$ cat config.mk
export PLATFORM = sky130hd
export DESIGN_NAME = ccau_top
export DESIGN_NICKNAME = d
export VERILOG_FILES = /design/src/rtl/ccau_pkg.sv /design/src/rtl/ccau_timebase.sv /design/src/rtl/ccau_top.sv
export VERILOG_INCLUDE_DIRS = /design/src /design/src/rtl
export SDC_FILE = /design/constraint.sdc
export NUM_CORES = 2
export LEC_CHECK = 0
export BUFFER_PORTS_ARGS = -buffer_cell sky130_fd_sc_hd__buf_4
export CAP_MARGIN = 20
export CORE_AREA = 2 2 241 243
export CTS_CLUSTER_SIZE = 24
export DETAILED_ROUTE_END_ITERATION = 10
export DIE_AREA = 0 0 243 245
export GPL_ROUTABILITY_DRIVEN = 0
export PLACE_DENSITY = 0.74
export REMOVE_ABC_BUFFERS = 1
export SYNTH_ARGS = -nofsm -noshare
export SYNTH_HDL_FRONTEND = slang
export SYNTH_SLANG_ARGS = --single-unit
export TNS_END_PERCENT = 10
$ cat constraint.sdc
create_clock -name clk -period 20.1 [get_ports clk]
set_input_delay 3.015 -clock clk [delete_from_list [all_inputs] [get_ports clk]]
set_output_delay 3.015 -clock clk [all_outputs]
set_load 0.01 [all_outputs]
$ cat src/rtl/ccau_params.svh
// Purpose: Constants for the capture/compare array unit
// Assumes: Included by bare name
// Notes: Widths, counts, limits and reset values; types live in the package
`ifndef CCAU_PARAMS_SVH
`define CCAU_PARAMS_SVH
`define CCAU_NCH 16
`define CCAU_HALF 8
`define CCAU_TW 16
`define CCAU_PW 3
`define CCAU_DIVW 8
`define CCAU_SLOTW 3
`define CCAU_TB_MAX 16'hFFFF
`define CCAU_VAL_RST 16'h0000
`define CCAU_DIV_RST 8'h00
`define CCAU_SLOT_RST 3'h0
`endif

$ cat src/rtl/ccau_pkg.sv
// Purpose: Types of the capture/compare array unit
// Assumes: ccau_params.svh supplies the widths
// Notes: Modes cover capture edges and the four compare modes
`include "ccau_params.svh"
package ccau_pkg;
  typedef enum logic [1:0] {
    ccau_src_presc,
    ccau_src_neighbour,
    ccau_src_external
  } ccau_src_t;
  typedef enum logic [2:0] {
    ccau_mode_off,
    ccau_cap_rise,
    ccau_cap_fall,
    ccau_cap_both,
    ccau_cmp0,
    ccau_cmp1,
    ccau_cmp2,
    ccau_cmp3
  } ccau_mode_t;
  typedef struct packed {
    logic run;
    ccau_src_t src;
    logic [`CCAU_PW-1:0] presc;
    logic [`CCAU_TW-1:0] reload;
  } ccau_tb_cfg_t;
  typedef struct packed {
    ccau_mode_t mode;
    logic tb_sel;
    logic single_event;
    logic double_reg;
  } ccau_ch_cfg_t;
endpackage

$ cat src/rtl/ccau_timebase.sv
// Purpose: One reloadable 16-bit timebase with clock selection
// Assumes: ext_tick and nb_tick are one-cycle pulses on clk
// Notes: Prescaler divides by two to the power of presc
`timescale 1ns/1ps
module ccau_timebase
  import ccau_pkg::*;
(
  input wire logic clk,
  input wire logic reset,
  input ccau_tb_cfg_t cfg,
  input wire logic ext_tick,
  input wire logic nb_tick,
  input wire logic load,
  input wire logic [`CCAU_TW-1:0] load_value,
  output logic [`CCAU_TW-1:0] value,
  output logic stepped,
  output logic ovf
);
  logic [`CCAU_DIVW-1:0] div;
  logic [`CCAU_DIVW-1:0] next_div;
  logic [`CCAU_TW-1:0] next_value;
  logic next_stepped;
  logic next_ovf;
  logic tick;

  function automatic logic presc_hit(input logic [`CCAU_DIVW-1:0] d,
                                     input logic [`CCAU_PW-1:0] p);
    logic [`CCAU_DIVW-1:0] mask;
    mask = (`CCAU_DIVW'(1) << p) - `CCAU_DIVW'(1);
    return (d & mask) == mask;
  endfunction

  always_comb begin
    next_div = div + `CCAU_DIVW'(1);
    unique case (cfg.src)
      ccau_src_presc: tick = presc_hit(div, cfg.presc);
      ccau_src_neighbour: tick = nb_tick;
      ccau_src_external: tick = ext_tick;
      default: tick = 1'b0;
    endcase
    next_value = value;
    next_stepped = 1'b0;
    next_ovf = 1'b0;
    if (load) begin
      next_value = load_value;
    end else if (cfg.run && tick) begin
      next_stepped = 1'b1;
      if (value == `CCAU_TB_MAX) begin
        next_value = cfg.reload;
        next_ovf = 1'b1;
      end else begin
        next_value = value + `CCAU_TW'(1);
      end
    end
  end

  always_ff @(posedge clk or posedge reset) begin
    if (reset) begin
      div <= `CCAU_DIV_RST;
      value <= `CCAU_VAL_RST;
      stepped <= 1'b0;
      ovf <= 1'b0;
    end else begin
      div <= next_div;
      value <= next_value;
      stepped <= next_stepped;
      ovf <= next_ovf;
    end
  end
endmodule // ccau_timebase

$ cat src/rtl/ccau_top.sv
// Purpose: Sixteen-channel capture/compare array on two timebases
// Assumes: Pins and the external count input are asynchronous
// Notes: All configuration arrives on plain ports, no bus
`timescale 1ns/1ps
module ccau_top
  import ccau_pkg::*;
(
  input wire logic clk,
  input wire logic reset,
  input wire logic staggered,
  input ccau_tb_cfg_t [1:0] tb_cfg,
  input wire logic [1:0] tb_load,
  input wire logic [1:0][`CCAU_TW-1:0] tb_load_value,
  input wire logic nb_tick,
  input wire logic ext_count_pin,
  input ccau_ch_cfg_t [`CCAU_NCH-1:0] ch_cfg,
  input wire logic [`CCAU_NCH-1:0] cc_wr,
  input wire logic [`CCAU_TW-1:0] cc_wdata,
  input wire logic [`CCAU_NCH-1:0] ch_pin_in,
  output logic [1:0][`CCAU_TW-1:0] tb_value,
  output logic [1:0] tb_ovf,
  output logic [`CCAU_NCH-1:0][`CCAU_TW-1:0] cc_value,
  output logic [`CCAU_NCH-1:0] cc_irq,
  output logic [`CCAU_NCH-1:0] ch_pin_out,
  output logic [`CCAU_NCH-1:0] ch_pin_oe_n
);
  // Pin and external input synchronisers
  logic [`CCAU_NCH-1:0] pin_s1;
  logic [`CCAU_NCH-1:0] pin_s2;
  logic [`CCAU_NCH-1:0] pin_s3;
  logic ext_s1;
  logic ext_s2;
  logic ext_s3;
  logic ext_tick;

  // Timebase outputs
  logic [1:0] tb_stepped;

  // Channel state
  logic [`CCAU_NCH-1:0][`CCAU_TW-1:0] next_cc_value;
  logic [`CCAU_NCH-1:0] pend;
  logic [`CCAU_NCH-1:0] next_pend;
  logic [`CCAU_NCH-1:0] fired;
  logic [`CCAU_NCH-1:0] next_fired;
  logic [`CCAU_NCH-1:0] spent;
  logic [`CCAU_NCH-1:0] next_spent;
  logic [`CCAU_NCH-1:0] next_cc_irq;
  logic [`CCAU_NCH-1:0] next_ch_pin_out;
  logic [`CCAU_NCH-1:0] next_ch_pin_oe_n;
  logic [`CCAU_SLOTW-1:0] slot;
  logic [`CCAU_SLOTW-1:0] next_slot;

  // Per-channel working terms
  logic [`CCAU_NCH-1:0] edge_hit;
  logic [`CCAU_NCH-1:0] raw_evt;
  logic [`CCAU_NCH-1:0] slot_ok;
  logic [`CCAU_NCH-1:0] hit;
  logic [`CCAU_NCH-1:0] match;
  logic [`CCAU_NCH-1:0] own_ovf;
  logic [`CCAU_NCH-1:0] toggle;

  function automatic logic is_cap(input ccau_mode_t m);
    return (m == ccau_cap_rise) || (m == ccau_cap_fall) || (m == ccau_cap_both);
  endfunction

  function automatic logic is_cmp(input ccau_mode_t m);
    return (m == ccau_cmp0) || (m == ccau_cmp1) || (m == ccau_cmp2) || (m == ccau_cmp3);
  endfunction

  function automatic logic is_once(input ccau_mode_t m);
    return (m == ccau_cmp2) || (m == ccau_cmp3);
  endfunction

  function automatic logic drives_pin(input ccau_mode_t m);
    return (m == ccau_cmp1) || (m == ccau_cmp3);
  endfunction

  // Input synchronisers; only the second stage onward is looked at
  always_ff @(posedge clk or posedge reset) begin
    if (reset) begin
      pin_s1 <= '0;
      pin_s2 <= '0;
      pin_s3 <= '0;
      ext_s1 <= 1'b0;
      ext_s2 <= 1'b0;
      ext_s3 <= 1'b0;
    end else begin
      pin_s1 <= ch_pin_in;
      pin_s2 <= pin_s1;
      pin_s3 <= pin_s2;
      ext_s1 <= ext_count_pin;
      ext_s2 <= ext_s1;
      ext_s3 <= ext_s2;
    end
  end

  // Rising edge of the external count input
  assign ext_tick = ext_s2 & ~ext_s3;

  ccau_timebase u_timebase_first (
    .clk(clk),
    .reset(reset),
    .cfg(tb_cfg[0]),
    .ext_tick(ext_tick),
    .nb_tick(nb_tick),
    .load(tb_load[0]),
    .load_value(tb_load_value[0]),
    .value(tb_value[0]),
    .stepped(tb_stepped[0]),
    .ovf(tb_ovf[0])
  );

  // Second timebase has no external count input
  ccau_timebase u_timebase_second (
    .clk(clk),
    .reset(reset),
    .cfg(tb_cfg[1]),
    .ext_tick(1'b0),
    .nb_tick(nb_tick),
    .load(tb_load[1]),
    .load_value(tb_load_value[1]),
    .value(tb_value[1]),
    .stepped(tb_stepped[1]),
    .ovf(tb_ovf[1])
  );

  // Event detection and compare evaluation
  always_comb begin
    next_slot = slot + `CCAU_SLOTW'(1);
    for (int i = 0; i < `CCAU_NCH; i++) begin
      unique case (ch_cfg[i].mode)
        ccau_cap_rise: edge_hit[i] = pin_s2[i] & ~pin_s3[i];
        ccau_cap_fall: edge_hit[i] = ~pin_s2[i] & pin_s3[i];
        ccau_cap_both: edge_hit[i] = pin_s2[i] ^ pin_s3[i];
        default: edge_hit[i] = 1'b0;
      endcase
      own_ovf[i] = tb_ovf[ch_cfg[i].tb_sel];
      // Capture waits for an edge, compare waits for a timebase step
      if (is_cap(ch_cfg[i].mode)) begin
        raw_evt[i] = edge_hit[i];
      end else begin
        raw_evt[i] = is_cmp(ch_cfg[i].mode) & tb_stepped[ch_cfg[i].tb_sel];
      end
      // Staggered: each channel is served once in eight cycles
      slot_ok[i] = ~staggered | (slot == `CCAU_SLOTW'(i));
      if (staggered) begin
        hit[i] = slot_ok[i] & (pend[i] | raw_evt[i]);
        next_pend[i] = ~slot_ok[i] & (pend[i] | raw_evt[i]);
      end else begin
        hit[i] = raw_evt[i];
        next_pend[i] = 1'b0;
      end
      // Staggered compare sees the value at its slot; a fast timer may skip it
      match[i] = hit[i] & is_cmp(ch_cfg[i].mode)
               & (tb_value[ch_cfg[i].tb_sel] == cc_value[i])
               & ~spent[i]
               & ~(is_once(ch_cfg[i].mode) & fired[i]);
    end
  end

  // Pair lead: lower channel whose pin also serves channel i + 8
  function automatic logic pair_lead(input int i, input ccau_ch_cfg_t c);
    return (i < `CCAU_HALF) && c.double_reg;
  endfunction

  // Channel registers and their interrupt requests
  always_comb begin
    for (int i = 0; i < `CCAU_NCH; i++) begin
      next_cc_value[i] = cc_value[i];
      next_cc_irq[i] = 1'b0;
      // Capture beats a software write in the same cycle
      if (hit[i] && is_cap(ch_cfg[i].mode)) begin
        next_cc_value[i] = tb_value[ch_cfg[i].tb_sel];
        next_cc_irq[i] = 1'b1;
      end else if (cc_wr[i]) begin
        next_cc_value[i] = cc_wdata;
      end
      if (match[i]) begin
        next_cc_irq[i] = 1'b1;
      end
    end
  end

  always_ff @(posedge clk or posedge reset) begin
    if (reset) begin
      cc_irq <= '0;
      for (int i = 0; i < `CCAU_NCH; i++) begin
        cc_value[i] <= `CCAU_VAL_RST;
      end
    end else begin
      cc_irq <= next_cc_irq;
      cc_value <= next_cc_value;
    end
  end

  // Match locks; a set wins over a same-cycle clear
  always_comb begin
    for (int i = 0; i < `CCAU_NCH; i++) begin
      next_fired[i] = fired[i];
      next_spent[i] = spent[i];
      // Once-per-period lock releases on overflow
      if (own_ovf[i]) begin
        next_fired[i] = 1'b0;
      end
      if (match[i]) begin
        next_fired[i] = 1'b1;
      end
      // Single event rearms on a new compare value or option off
      if (cc_wr[i] || !ch_cfg[i].single_event) begin
        next_spent[i] = 1'b0;
      end
      if (match[i] && ch_cfg[i].single_event) begin
        next_spent[i] = 1'b1;
      end
    end
  end

  always_ff @(posedge clk or posedge reset) begin
    if (reset) begin
      fired <= '0;
      spent <= '0;
    end else begin
      fired <= next_fired;
      spent <= next_spent;
    end
  end

  // Pin levels and enables
  always_comb begin
    for (int i = 0; i < `CCAU_NCH; i++) begin
      toggle[i] = match[i] & (ch_cfg[i].mode == ccau_cmp1);
      if (pair_lead(i, ch_cfg[i])) begin
        toggle[i] = match[i] | match[(i + `CCAU_HALF) % `CCAU_NCH];
      end
    end
    for (int i = 0; i < `CCAU_NCH; i++) begin
      next_ch_pin_out[i] = ch_pin_out[i];
      next_ch_pin_oe_n[i] = ~drives_pin(ch_cfg[i].mode);
      if (pair_lead(i, ch_cfg[i])) begin
        next_ch_pin_oe_n[i] = 1'b0;
      end
      if (toggle[i]) begin
        next_ch_pin_out[i] = ~ch_pin_out[i];
      end else if (ch_cfg[i].mode == ccau_cmp3) begin
        if (match[i]) begin
          next_ch_pin_out[i] = 1'b1;
        end else if (own_ovf[i]) begin
          next_ch_pin_out[i] = 1'b0;
        end
      end
    end
  end

  always_ff @(posedge clk or posedge reset) begin
    if (reset) begin
      ch_pin_out <= '0;
      ch_pin_oe_n <= '1;
    end else begin
      ch_pin_out <= next_ch_pin_out;
      ch_pin_oe_n <= next_ch_pin_oe_n;
    end
  end

  // Staggered service state
  always_ff @(posedge clk or posedge reset) begin
    if (reset) begin
      slot <= `CCAU_SLOT_RST;
      pend <= '0;
    end else begin
      slot <= next_slot;
      pend <= next_pend;
    end
  end
endmodule // ccau_top

==> results.toml <==
[floorplan]
fp.dieH_um = 245
die_w_um = 243
dieArea_sq_mm = 0.0595
fp-row-count = 88
start_util_pct = 49.3
core-area_sq_mm = 0.0570
ioPinCount = 565

[place]
place_ws_ns = 13.92
dp.cells = 4089
hpwl_mm = 74.5
portBuffers = 556
postPlaceCellArea_sq_mm = 0.0327

[worst_setup_path]
cp-end-kind = "register"
worstPathRequired_ns = 20.52
timing.rr.start = "u_timebase_first.value[0]"
worstPathMaxFanout = 10
arrival_ns = 6.17
worstSetupStartpoint = "tb_cfg[18]"
critical_path_class = "in -> reg"
cp-start-kind = "primary input"

[sta]
finClkSkew_ns = 0.0136
slew_headroom_pct = 26.0
rsz0062_at_grt = "false"
fin_setup_tns_ns = 0
finalCritPeriodShare_pct = 28.6
finalCriticalPeriod_ns = 5.76
drv_slew = 0
hold_viol = 0
tightest_slew_ns = 1.10
setup_ws_ns = 14.34
finalSetupViolCount = 0
fmax_ghz = 0.174

[final_layout]
final_common_cell = "buf_4"
final_cells = 4190
fin_util_pct = 60.4
mostFrequentLayoutCells = "buf_4, dfrtp_1, a21oi_1"
final_nets = 3649
drive_gt1_share_pct = 23.0
fin_area_sq_mm = 0.0344
area_delta_synth_final_pct = 22.6

[min_path]
hold_start = "pin_s1[2]"
hp-class = "reg -> reg"

[detailed_routing]
drtIter0Drc = 2911
drc = 0
drt-pass1-iter-count = 6
via_per_inst = 6.34
wirelength_mm = 116
via_count = 26573
wire_per_inst_um = 27.6
ant_nets = 0

[grt]
antenna_found_initial = 9
grt_pass1_wl_mm = 167
grt_overflow = 0
grt_max_degree = 166
track_usage_pct = 37.6
grt_pass1_vias = 25922

[pwr]
power_switching_w = 0.000994
ir_drop_mv = 0.0669
p_int_w = 0.00195
power_frac_comb_pct = 28.0
power_frac_seq_pct = 38.4
clock_power_share_pct = 33.6
power_density_mw_per_mm2 = 85.4
swShare_pct = 33.8
leakagePower_nw = 15.2

[clocking]
cts_root_buf = "clkbuf_16"
cts.sinks = 456
cts.reportedPaths.clkPinSlew_ns = 0.06
ctsHtreeMaxLevel = 2
cts_buffers = 52
cts_resized = 0
clock_latency_ns = 0.61
post_cts_buffers = 0
postCtsHoldBufs = 0
cts_buffer_depth = 3
cts_tree = "built"

[logic_synthesis]
synth_compound_area_share_pct = 18.2
synth_area_per_cell_sq_um = 9.46
synthXorXnorAreaFrac_pct = 8.51
synth_edf_count = 0
synth_top_family_by_area = "compound AO/OA/AOI/OAI gates"
synthSimpleGateAreaFrac_pct = 15.2
ys_ff_latch = 456
muxShareOfSynthArea_pct = 10.5
synthAdderAreaFrac_pct = 1.96
synth-main-ff-cell = "dfrtp_1"
syn_area_sq_mm = 0.0281
async_reset_ff_share_pct = 100
ys_warn_count = 0
synthDistinctLibCells = 77
synthCells = 2970
ys_seq_area_share_pct = 40.7

[job]
drv_cap = 0

[run_status]
status = "finished clean"
[routing by layer]
| layer | GRT usage (%) | vias up | part of all wire (%) |
|---|---|---|---|
| met5 | 0 | - | 0.015 |
| met4 | 24.9 | 2 | 7.4 |
| met3 | 10.9 | 439 | 12 |
| met2 | 56.1 | 1630 | 44 |
| met1 | 47.5 | 13066 | 37 |
| li1 | - | 11436 | - |
[power by group through the flow]
stage	logic (W)	registers, W	clock network [W]
finish	0.000823	0.00113	0.000988
global route	0.000872	0.00114	0.00103
CTS	0.000809	0.00113	0.000993
detailed placement	0.000805	0.00114	0
global placement	0.000786	0.00114	0
floorplan	0.000374	0.00115	0
[worst max-delay path, stage by stage]
cell and delay [ns]:
buf_4 0.14, or3_4 0.39, ha_1 0.28, nor2_1 0.04
a2111o_1 0.38, a221oi_1 0.30, a31oi_1 0.18, nor2_2 0.45
nor2_1 0.30, o31ai_1 0.69
[per-stage QoR]
step	hold WS (ns)	power [W]
after floorplan	0.331	0.00153
after global placement	0.333	0.00192
after CTS	0.348	0.00293
after global routing	0.354	0.00304
after detailed placement	0.335	0.00195
final	0.346	0.00294
[area by class of cell]
class	count	area, sq um
timing repair buffer	606	4560
tap	765	957
fill	4815	22600
antenna	6	15.0
multi-input combinational	2175	15400
sequential	456	11500
clock inverter	12	135
clock buffer	83	1610
inverter	87	334
[Yosys cell counts (55+ instances only)]
cell type,count,area share [%]
clkbuf_1,184,2.5
nor2_1,91,1.2
a211oi_1,279,7.5
mux2i_1,286,10
dfrtp_1,440,39
a21oi_1,300,5.3
nor2b_1,282,6.3
o21ai_0,55,0.98
inv_1,87,1.2
xnor2_1,249,7.8
nor4_1,66,1.5
nand2_1,119,1.6
[registers in the layout, indices dropped and copies added (netlist names), 3 cells and up]
signal,count
cc_value,256
cc_irq,16
ch_pin_oe_n,16
ch_pin_out,16
fired,16
pend,16
pin_s1,16
pin_s2,16
pin_s3,16
spent,16
u_timebase_first.value,16
u_timebase_second.value,16
u_timebase_first.div,7
u_timebase_second.div,7
slot,3
[kinds of logic (layout without fill, tap and decap cells)]
| kind of cell | after synthesis | after routing |
|---|---|---|
| mux | 294 | 294 |
| compound gates | 796 | 796 |
| flops | 456 | 456 |
| xor+xnor | 273 | 273 |
| other cells | 0 | 6 |
| fa+ha+maj | 44 | 44 |
| buf+inv | 339 | 788 |
| simple gates | 768 | 768 |
[path summary, 6_finish.rpt]
| kind | end | slack (ns) | depth (start not counted) |
|---|---|---|---|
| max in group asynchronous | u_timebase_first.value[4] | 15.14 | 4 |
| setup / recovery | u_timebase_first.value[6] | 14.34 | 10 |
| hold reg to reg | pin_s2[2] | 0.35 | 0 |
| min in group asynchronous | spent[12] | 2.48 | 2 |
| hold / removal | pin_s2[2] | 0.35 | 0 |
| setup reg to reg | u_timebase_first.value[4] | 15.93 | 8 |
(Power assumes the default switching activity.)
